## src/common/rpor_pkg.sv

```systemverilog
// Package: constants and types for the preload/observe/reset test block
package rpor_pkg;
	localparam int NUM_CELLS = 32;

	// Power-up reset time, ns, and derived longest cycle count at 25 MHz
	localparam int CLK_PERIOD_NS = 40;
	localparam int PUR_TIME_NS   = 10000;
	localparam int PUR_CYCLES    = PUR_TIME_NS / CLK_PERIOD_NS;
	localparam int PUR_CW        = 9;

	// Register byte addresses
	localparam logic [7:0] ADDR_MODE     = 8'h00;
	localparam logic [7:0] ADDR_CFG_REG  = 8'h04;
	localparam logic [7:0] ADDR_CFG_INV  = 8'h08;
	localparam logic [7:0] ADDR_CFG_OE   = 8'h0C;
	localparam logic [7:0] ADDR_CFG_BUR  = 8'h10;
	localparam logic [7:0] ADDR_LOGIC_D  = 8'h14;
	localparam logic [7:0] ADDR_RSTCTL   = 8'h18;
	localparam logic [7:0] ADDR_CELLS    = 8'h1C;
	localparam logic [7:0] ADDR_STATUS   = 8'h20;

	localparam logic [1:0] HTRANS_NONSEQ = 2'h2;
	localparam logic [2:0] HSIZE_WORD    = 3'h2;
	localparam logic [31:0] ZERO_WORD    = 32'h0000_0000;

	typedef enum logic [1:0] {
		RPOR_MODE_NORMAL  = 2'h0,
		RPOR_MODE_PRELOAD = 2'h1,
		RPOR_MODE_OBSERVE = 2'h2
	} rpor_mode_t;

	// Status field positions
	localparam int ST_BUSY_BIT = 0;
	localparam int ST_MODE_LSB = 1;

	typedef struct packed {
		logic        sel;
		logic        write;
		logic [7:0]  addr;
	} rpor_ahb_req_t;
endpackage

```

## src/logic/rpor_core.sv

```systemverilog
// Preload, observe and power-up reset logic for a bank of macrocell flip-flops
//
// Notes on behaviour
// - Power-up reset finishes within ten microseconds.
// - All flip-flops read low after reset.
// - Pin level is cleared value through polarity.
// - Preload loads each flip-flop from pin.
// - Observe overrides output enable, drives buffer.
// - Observe shows output and buried registers.
// - Combinatorial outputs forced registered during test.
// - Product terms forced zero while forced.
// - Combinatorial output recovers after test ends.
// - Asserted async reset overwrites preload.
`timescale 1ns/1ps

module rpor_core #(
	parameter int N          = rpor_pkg::NUM_CELLS,
	parameter int PUR_CYCLES = rpor_pkg::PUR_CYCLES
) (
	input  wire logic         hclk,
	input  wire logic         hresetn,
	input  wire logic         hsel,
	input  wire logic [31:0]  haddr,
	input  wire logic [1:0]   htrans,
	input  wire logic         hwrite,
	input  wire logic [2:0]   hsize,
	input  wire logic [31:0]  hwdata,
	input  wire logic         hready,
	output logic      [31:0]  hrdata,
	output logic              hreadyout,
	output logic              hresp,
	input  wire logic [N-1:0] pin_in,
	output logic      [N-1:0] pin_out,
	output logic      [N-1:0] pin_oe_n,
	output logic              test_active
);
	localparam logic [rpor_pkg::PUR_CW-1:0] PUR_LAST = (rpor_pkg::PUR_CW)'(PUR_CYCLES - 1);

	// Bus request registered at address phase
	rpor_pkg::rpor_ahb_req_t req_q;
	logic [31:0] rdata_q;

	// Configuration and control
	rpor_pkg::rpor_mode_t mode_q;
	logic [N-1:0] cfg_reg_q;    // 1 = registered macrocell
	logic [N-1:0] cfg_inv_q;    // 1 = output inverted
	logic [N-1:0] cfg_oe_q;     // programmed output enable
	logic [N-1:0] cfg_bur_q;    // 1 = buried cell
	logic [N-1:0] logic_d_q;    // product-term sum per cell
	logic [N-1:0] rst_ctl_q;    // async reset line per cell
	logic [N-1:0] cell_q;       // macrocell flip-flops
	logic [N-1:0] pin_s1_q;
	logic [N-1:0] pin_s2_q;
	logic [N-1:0] pin_out_q;
	logic [N-1:0] pin_oe_n_q;
	logic [rpor_pkg::PUR_CW-1:0] pur_cnt_q;
	logic         pur_busy_q;
	logic         test_q;

	wire logic in_test = (mode_q != rpor_pkg::RPOR_MODE_NORMAL);
	wire logic wr_now  = req_q.sel && req_q.write;

	// Address phase capture; single-cycle answer, always OKAY
	always_ff @(posedge hclk or negedge hresetn) begin
		if (!hresetn) begin
			req_q <= '0;
		end else if (hready) begin
			req_q.sel   <= hsel && (htrans == rpor_pkg::HTRANS_NONSEQ)
				&& (hsize == rpor_pkg::HSIZE_WORD);
			req_q.write <= hwrite;
			req_q.addr  <= haddr[7:0];
		end else begin
			req_q.sel <= 1'b0;
		end
	end

	assign hreadyout = 1'b1;
	assign hresp     = 1'b0;

	// Power-up reset sequencer; counter bounded by the longest time
	always_ff @(posedge hclk or negedge hresetn) begin
		if (!hresetn) begin
			pur_cnt_q  <= '0;
			pur_busy_q <= 1'b1;
		end else if (pur_busy_q) begin
			if (pur_cnt_q == PUR_LAST) begin
				pur_busy_q <= 1'b0;
			end else begin
				pur_cnt_q <= pur_cnt_q + 1'b1;
			end
		end
	end

	// Pin inputs are asynchronous to hclk
	always_ff @(posedge hclk or negedge hresetn) begin
		if (!hresetn) begin
			pin_s1_q <= '0;
			pin_s2_q <= '0;
		end else begin
			pin_s1_q <= pin_in;
			pin_s2_q <= pin_s1_q;
		end
	end

	// Mode register; writes ignored during power-up reset
	always_ff @(posedge hclk or negedge hresetn) begin
		if (!hresetn) begin
			mode_q <= rpor_pkg::RPOR_MODE_NORMAL;
		end else if (wr_now && !pur_busy_q && req_q.addr == rpor_pkg::ADDR_MODE) begin
			case (hwdata[1:0])
				rpor_pkg::RPOR_MODE_PRELOAD: mode_q <= rpor_pkg::RPOR_MODE_PRELOAD;
				rpor_pkg::RPOR_MODE_OBSERVE: mode_q <= rpor_pkg::RPOR_MODE_OBSERVE;
				default:                     mode_q <= rpor_pkg::RPOR_MODE_NORMAL;
			endcase
		end
	end

	// Configuration registers
	always_ff @(posedge hclk or negedge hresetn) begin
		if (!hresetn) begin
			cfg_reg_q <= '0;
			cfg_inv_q <= '0;
			cfg_oe_q  <= '0;
			cfg_bur_q <= '0;
			logic_d_q <= '0;
			rst_ctl_q <= '0;
		end else if (wr_now) begin
			case (req_q.addr)
				rpor_pkg::ADDR_CFG_REG: cfg_reg_q <= hwdata[N-1:0];
				rpor_pkg::ADDR_CFG_INV: cfg_inv_q <= hwdata[N-1:0];
				rpor_pkg::ADDR_CFG_OE:  cfg_oe_q  <= hwdata[N-1:0];
				rpor_pkg::ADDR_CFG_BUR: cfg_bur_q <= hwdata[N-1:0];
				rpor_pkg::ADDR_LOGIC_D: logic_d_q <= hwdata[N-1:0];
				rpor_pkg::ADDR_RSTCTL:  rst_ctl_q <= hwdata[N-1:0];
				default: ;
			endcase
		end
	end

	// Product terms are masked to zero while any test mode is active
	wire logic [N-1:0] pterm = in_test ? '0 : logic_d_q;

	// Per-cell flip-flop and pin driver
	genvar g;
	generate
		for (g = 0; g < N; g++) begin : g_cell
			// Async reset line beats preload, so a preloaded state that
			// asserts it is lost; the tester must avoid such states.
			always_ff @(posedge hclk or negedge hresetn) begin
				if (!hresetn) begin
					cell_q[g] <= 1'b0;
				end else if (pur_busy_q) begin
					cell_q[g] <= 1'b0;
				end else if (rst_ctl_q[g]) begin
					cell_q[g] <= 1'b0;
				end else if (mode_q == rpor_pkg::RPOR_MODE_PRELOAD) begin
					cell_q[g] <= pin_s2_q[g];
				end else if (mode_q == rpor_pkg::RPOR_MODE_NORMAL) begin
					cell_q[g] <= pterm[g];
				end
			end

			// Combinatorial cells use the registered value while in test
			always_ff @(posedge hclk or negedge hresetn) begin
				if (!hresetn) begin
					pin_out_q[g]  <= 1'b0;
					pin_oe_n_q[g] <= 1'b1;
				end else if (pur_busy_q) begin
					pin_out_q[g]  <= cfg_inv_q[g];
					pin_oe_n_q[g] <= ~cfg_oe_q[g];
				end else if (mode_q == rpor_pkg::RPOR_MODE_OBSERVE) begin
					pin_out_q[g]  <= cell_q[g] ^ cfg_inv_q[g];
					pin_oe_n_q[g] <= 1'b0;
				end else if (mode_q == rpor_pkg::RPOR_MODE_PRELOAD) begin
					pin_out_q[g]  <= cell_q[g] ^ cfg_inv_q[g];
					pin_oe_n_q[g] <= 1'b1;
				end else begin
					pin_out_q[g]  <= (cfg_reg_q[g] ? cell_q[g] : logic_d_q[g])
						^ cfg_inv_q[g];
					pin_oe_n_q[g] <= ~(cfg_oe_q[g] & ~cfg_bur_q[g]);
				end
			end
		end
	endgenerate

	always_ff @(posedge hclk or negedge hresetn) begin
		if (!hresetn) begin
			test_q <= 1'b0;
		end else begin
			test_q <= in_test;
		end
	end

	// Read mux; unmapped addresses read zero
	always_comb begin
		rdata_q = rpor_pkg::ZERO_WORD;
		case (req_q.addr)
			rpor_pkg::ADDR_MODE:    rdata_q[1:0]   = mode_q;
			rpor_pkg::ADDR_CFG_REG: rdata_q[N-1:0] = cfg_reg_q;
			rpor_pkg::ADDR_CFG_INV: rdata_q[N-1:0] = cfg_inv_q;
			rpor_pkg::ADDR_CFG_OE:  rdata_q[N-1:0] = cfg_oe_q;
			rpor_pkg::ADDR_CFG_BUR: rdata_q[N-1:0] = cfg_bur_q;
			rpor_pkg::ADDR_LOGIC_D: rdata_q[N-1:0] = logic_d_q;
			rpor_pkg::ADDR_RSTCTL:  rdata_q[N-1:0] = rst_ctl_q;
			rpor_pkg::ADDR_CELLS:   rdata_q[N-1:0] = cell_q;
			rpor_pkg::ADDR_STATUS: begin
				rdata_q[rpor_pkg::ST_BUSY_BIT]                  = pur_busy_q;
				rdata_q[rpor_pkg::ST_MODE_LSB+1:rpor_pkg::ST_MODE_LSB] = mode_q;
			end
			default: ;
		endcase
	end

	assign hrdata      = rdata_q;
	assign pin_out     = pin_out_q;
	assign pin_oe_n    = pin_oe_n_q;
	assign test_active = test_q;

	// Power-up reset ends within the bounded count after release
	chk_pur_bound: assert property (@(posedge hclk) disable iff (!hresetn)
		$rose(hresetn) |-> ##[0:250] !pur_busy_q)
		else $error("power-up reset too long");

	chk_pur_clear: assert property (@(posedge hclk) disable iff (!hresetn)
		$fell(pur_busy_q) |-> cell_q == '0)
		else $error("cells not low after power-up reset");

	chk_pur_polar: assert property (@(posedge hclk) disable iff (!hresetn)
		pur_busy_q |=> (pin_out_q == $past(cfg_inv_q)))
		else $error("pin level not inverted cleared value");

	chk_preload_load: assert property (@(posedge hclk) disable iff (!hresetn)
		(!pur_busy_q && mode_q == rpor_pkg::RPOR_MODE_PRELOAD)
		|=> (cell_q & ~$past(rst_ctl_q)) == ($past(pin_s2_q) & ~$past(rst_ctl_q)))
		else $error("preload did not load pins");

	chk_observe_oe: assert property (@(posedge hclk) disable iff (!hresetn)
		(!pur_busy_q && mode_q == rpor_pkg::RPOR_MODE_OBSERVE) |=> pin_oe_n_q == '0)
		else $error("observe did not enable all drivers");

	chk_observe_val: assert property (@(posedge hclk) disable iff (!hresetn)
		(!pur_busy_q && mode_q == rpor_pkg::RPOR_MODE_OBSERVE)
		|=> pin_out_q == ($past(cell_q) ^ $past(cfg_inv_q)))
		else $error("observe value mismatch");

	chk_pterm_zero: assert property (@(posedge hclk) disable iff (!hresetn)
		in_test |-> pterm == '0)
		else $error("product terms not forced zero");

	chk_comb_return: assert property (@(posedge hclk) disable iff (!hresetn)
		(!pur_busy_q && !in_test && cfg_reg_q == '0)
		|=> pin_out_q == ($past(logic_d_q) ^ $past(cfg_inv_q)))
		else $error("combinatorial output wrong in normal mode");

	chk_async_wins: assert property (@(posedge hclk) disable iff (!hresetn)
		(rst_ctl_q != '0) |=> (cell_q & $past(rst_ctl_q)) == '0)
		else $error("async reset did not clear cell");

	chk_mode_hold: assert property (@(posedge hclk) disable iff (!hresetn)
		!wr_now |=> $stable(mode_q))
		else $error("mode changed without write");
endmodule

```

## config.mk

```make
export PLATFORM = sky130hd
export DESIGN_NAME = rpor_core
export DESIGN_NICKNAME = d
export VERILOG_FILES = /design/src/common/rpor_pkg.sv /design/src/logic/rpor_core.sv
export SDC_FILE = /design/constraint.sdc
export NUM_CORES = 1
export LEC_CHECK = 0
export BUFFER_PORTS_ARGS = -buffer_cell sky130_fd_sc_hd__buf_2
export CORE_MARGIN = 3
export CORE_UTILIZATION = 60
export DETAILED_ROUTE_END_ITERATION = 8
export PLACE_DENSITY = 0.82
export SYNTH_ARGS = -nofsm -noshare
export SYNTH_HDL_FRONTEND = slang
export SYNTH_SLANG_ARGS = --single-unit
```

## constraint.sdc

```tcl
create_clock -name hclk -period 5.9 [get_ports hclk]
set_clock_uncertainty 0.1 [all_clocks]
set_input_delay 0.885 -clock hclk [delete_from_list [all_inputs] [get_ports hclk]]
set_output_delay 0.885 -clock hclk [all_outputs]
set_load 0.05 [all_outputs]
```

==> results.sh <==
export IMPL_gp_congestion=0.8407
export IMPL_path_cells="buf_4, inv_1, nor2_1, a21oi_1, o21ai_0, buf_2"
export IMPL_grt_remaining_overflow=0
export IMPL_hold_buffers=0
export IMPL_grt_pass1_vias=11920
export IMPL_crit_buf_inv=3
export IMPL_hold_violations=0
export IMPL_tightest_slew_ns=1.182
export IMPL_grt_max_degree=135
export IMPL_crit_path_max_incr_delay_ns=0.72
export IMPL_p_per_area_nw_per_um2=315.1
export IMPL_grt_pass1_wl_mm=66.23
export IMPL_dieArea_um2=29410
export IMPL_seqCellArea_um2=9437
export IMPL_cp_top_family="buffers and inverters"
export IMPL_dr_wl_met2_mm=20.80
export IMPL_finalCritPeriodShare_pct=73.47
export IMPL_relSlewSlack_pct=20.89
export IMPL_max_cap_violations=0
export IMPL_p_leak_nw=8.111
export IMPL_ys_ff_latch=375
export IMPL_avgSynthCellArea_um2=13.05
export IMPL_io_pin_count=205
export IMPL_netlist_instances=1259
export IMPL_highest_layer="met5"
export IMPL_clock_latency_ns=0.52
export IMPL_cts_htree_levels=2
export IMPL_synth_distinct_cells=59
export IMPL_setup_tns_ns=0
export IMPL_clock_sinks=375
export IMPL_synth_flop_cell="dfrtp_1"
export IMPL_async_reset_ff_share_pct=100.0
export IMPL_ys_warn_count=0
export IMPL_peakVddDrop_mv=0.2678
export IMPL_cp_end_kind="primary output"
export IMPL_detail_route_first_pass_iterations=5
export IMPL_yosysSeqAreaShare_pct=57.35
export IMPL_wl_met3_mm=2.934
export IMPL_crit_fanout=25
export IMPL_dr_first_iter_drc_count=1211
export IMPL_fin_nets=1522
export IMPL_fin_crit_ns=4.335
export IMPL_placed_area_um2=17590
export IMPL_wl_met1_mm=17.04
export IMPL_post_cts_resized=0
export IMPL_min_path_type="register to register"
export IMPL_die_h_um=171.5
export IMPL_place_hpwl_mm=25.34
export IMPL_cts_inserted_buffers=38
export IMPL_design_area_um2=18870
export IMPL_vias_per_cell=6.382
export IMPL_antenna_found_initial=4
export IMPL_wl_per_cell_um=24.01
export IMPL_grt_usage_pct=29.34
export IMPL_drive_gt1_share_pct=36.36
export IMPL_cp_arrival_ns=3.35
export IMPL_cts_tree="built"
export IMPL_finalMaxSlewViolations=0
export IMPL_setup_viol=0
export IMPL_core_area_um2=26500
export IMPL_outcome="finished clean"
export IMPL_max_freq_mhz=230.7
export IMPL_multi_input_area_um2=6659
export IMPL_rsz0062_at_grt="false"
export IMPL_worstPathRequired_ns=4.91
export IMPL_syn_cell_area_um2=16430
export IMPL_critPathLaunchType="register"
export IMPL_drc_errors=0
export IMPL_synth_edf_count=0
export IMPL_core_rowCount=59
export IMPL_fillers=1822
export IMPL_drtAntennaViolNets=0
export IMPL_initial_utilization_pct=62.01
export IMPL_cts_buffer_depth=3
export IMPL_r2r_slack_ns=2.65
export IMPL_port_buffers=178
export IMPL_synth_nets=1367
export IMPL_fp_dieW_um=171.5
export IMPL_path_clk_slew_ns=0.06
export IMPL_area_growth_pct=14.83
export IMPL_post_cts_repair_setup_buffers=0
export IMPL_crit_slowest_cell="dfrtp_2"
export IMPL_dr_total_vias=11370
export IMPL_clockRootBuffer="clkbuf_16"
export IMPL_criticalPathCategory="register to primary output"
export IMPL_wl_mm=42.76
[through the flow]
step           instances  setup WS, ns  util (%)  hold WS, ns  total power [mW]
6_report            1781         1.565     71.21       0.2414             5.946
5_1_grt             1780         1.439     71.20       0.2514             6.153
2_1_floorplan       1259         2.534         -       0.2312             3.298
3_5_place_dp        1709         2.175     66.38       0.2347             3.541
3_3_place_gp        1709         2.174     66.38       0.2311             3.517
4_1_cts             1779         1.627     71.19       0.2453             5.980
[layout make-up]
cell class              instances  area share [%]
multi-input cells             797           35.28
repair buffers                194           5.543
diodes                          2         0.02652
clock inverters                13          0.7426
inverters                       8          0.1591
flip-flops and latches        375           50.00
clock buffers                  57           6.020
well taps                     335           2.221
[where the power goes]
group,total [mW],internal [mW],switching [mW]
clock network,2.44,1.47,0.976
logic,0.662,0.241,0.420
registers,2.84,2.73,0.117
total,5.95,4.43,1.51
[flip-flops by register name, indices dropped and copies added, names as in the netlist, 9 cells and up]
signal     flops
cfg_oe_q      32
cfg_inv_q     32
pin_s1_q      32
pin_out       32
pin_oe_n      32
cfg_bur_q     32
cfg_reg_q     32
req_q         10
pur_cnt_q      9
cell_q        32
pin_s2_q      32
rst_ctl_q     32
logic_d_q     32
[Yosys cell counts, types with 3 or more instances]
| library cell | number | area, um^2 |
|---|---|---|
| nand2b_1 | 3 | 18.77 |
| nand2_1 | 32 | 120.1 |
| mux2i_1 | 60 | 600.6 |
| buf_4 | 6 | 45.04 |
| a21o_1 | 4 | 30.03 |
| a22o_1 | 5 | 43.79 |
| o2bb2ai_1 | 7 | 61.31 |
| dfstp_2 | 33 | 867.1 |
| xnor2_1 | 37 | 324.1 |
| mux2_1 | 8 | 90.09 |
| nor3_1 | 33 | 165.2 |
| nand4_1 | 5 | 31.28 |
| nor3b_1 | 32 | 240.2 |
| a211oi_1 | 5 | 37.54 |
| nand3_1 | 5 | 25.02 |
| o21a_1 | 32 | 240.2 |
| and2_1 | 3 | 18.77 |
| nor2b_1 | 6 | 37.54 |
| o31ai_1 | 3 | 22.52 |
| buf_2 | 36 | 180.2 |
| a22oi_1 | 22 | 165.2 |
| mux4_2 | 21 | 473.0 |
| nor2_1 | 59 | 221.5 |
| buf_1 | 10 | 37.54 |
| o21bai_1 | 60 | 450.4 |
| o21ai_0 | 21 | 105.1 |
| clkbuf_1 | 27 | 101.4 |
| a21oi_1 | 93 | 465.5 |
| mux2_2 | 200 | 2252 |
| a221o_1 | 4 | 40.04 |
| dfrtp_1 | 342 | 8558 |
| inv_1 | 8 | 30.03 |
| and3_1 | 3 | 18.77 |
[layout by cell type, fill, tap and decap left out, drive strengths merged, types with 6 or more instances in the layout]
cell,n
nor3b,32
nand3,6
a21oi,93
o21bai,60
mux2i,60
mux2,208
clkbuf,57
o2bb2ai,7
mux4,21
a22oi,22
nor2b,6
nor2,60
o21ai,22
dfstp,33
xnor2,37
o21a,32
buf,194
clkinv,10
inv,8
nor3,34
nand2,32
dfrtp,342
[routing by layer]
| layer | up-vias | GRT usage (%) |
|---|---|---|
| met4 | 6 | 13.93 |
| met3 | 152 | 5.079 |
| met5 | - | 0 |
| met1 | 5833 | 38.83 |
| met2 | 511 | 47.69 |
| li1 | 4864 | - |
[cells by family after synthesis]
group / after synthesis / synth area share (%)
fa+ha+maj: 2 / 0.1522
buf+inv: 87 / 2.398
simple gates: 198 / 6.502
xor+xnor: 40 / 2.177
other cells: 2 / 0.04570
flops: 375 / 57.35
mux: 289 / 20.78
compound gates: 266 / 10.59
[final timing paths]
path,from,to,cells after the start
hold / removal,pin_s1_q[15],pin_s2_q[15],0
setup reg to reg,req_q[3],cfg_oe_q[5],5
hold reg to reg,pin_s1_q[15],pin_s2_q[15],0
max in group asynchronous,hresetn,cfg_oe_q[11],2
setup / recovery,req_q[2],hrdata[12],6
min in group asynchronous,hresetn,pin_s1_q[4],1
(Power assumes the default switching activity.)
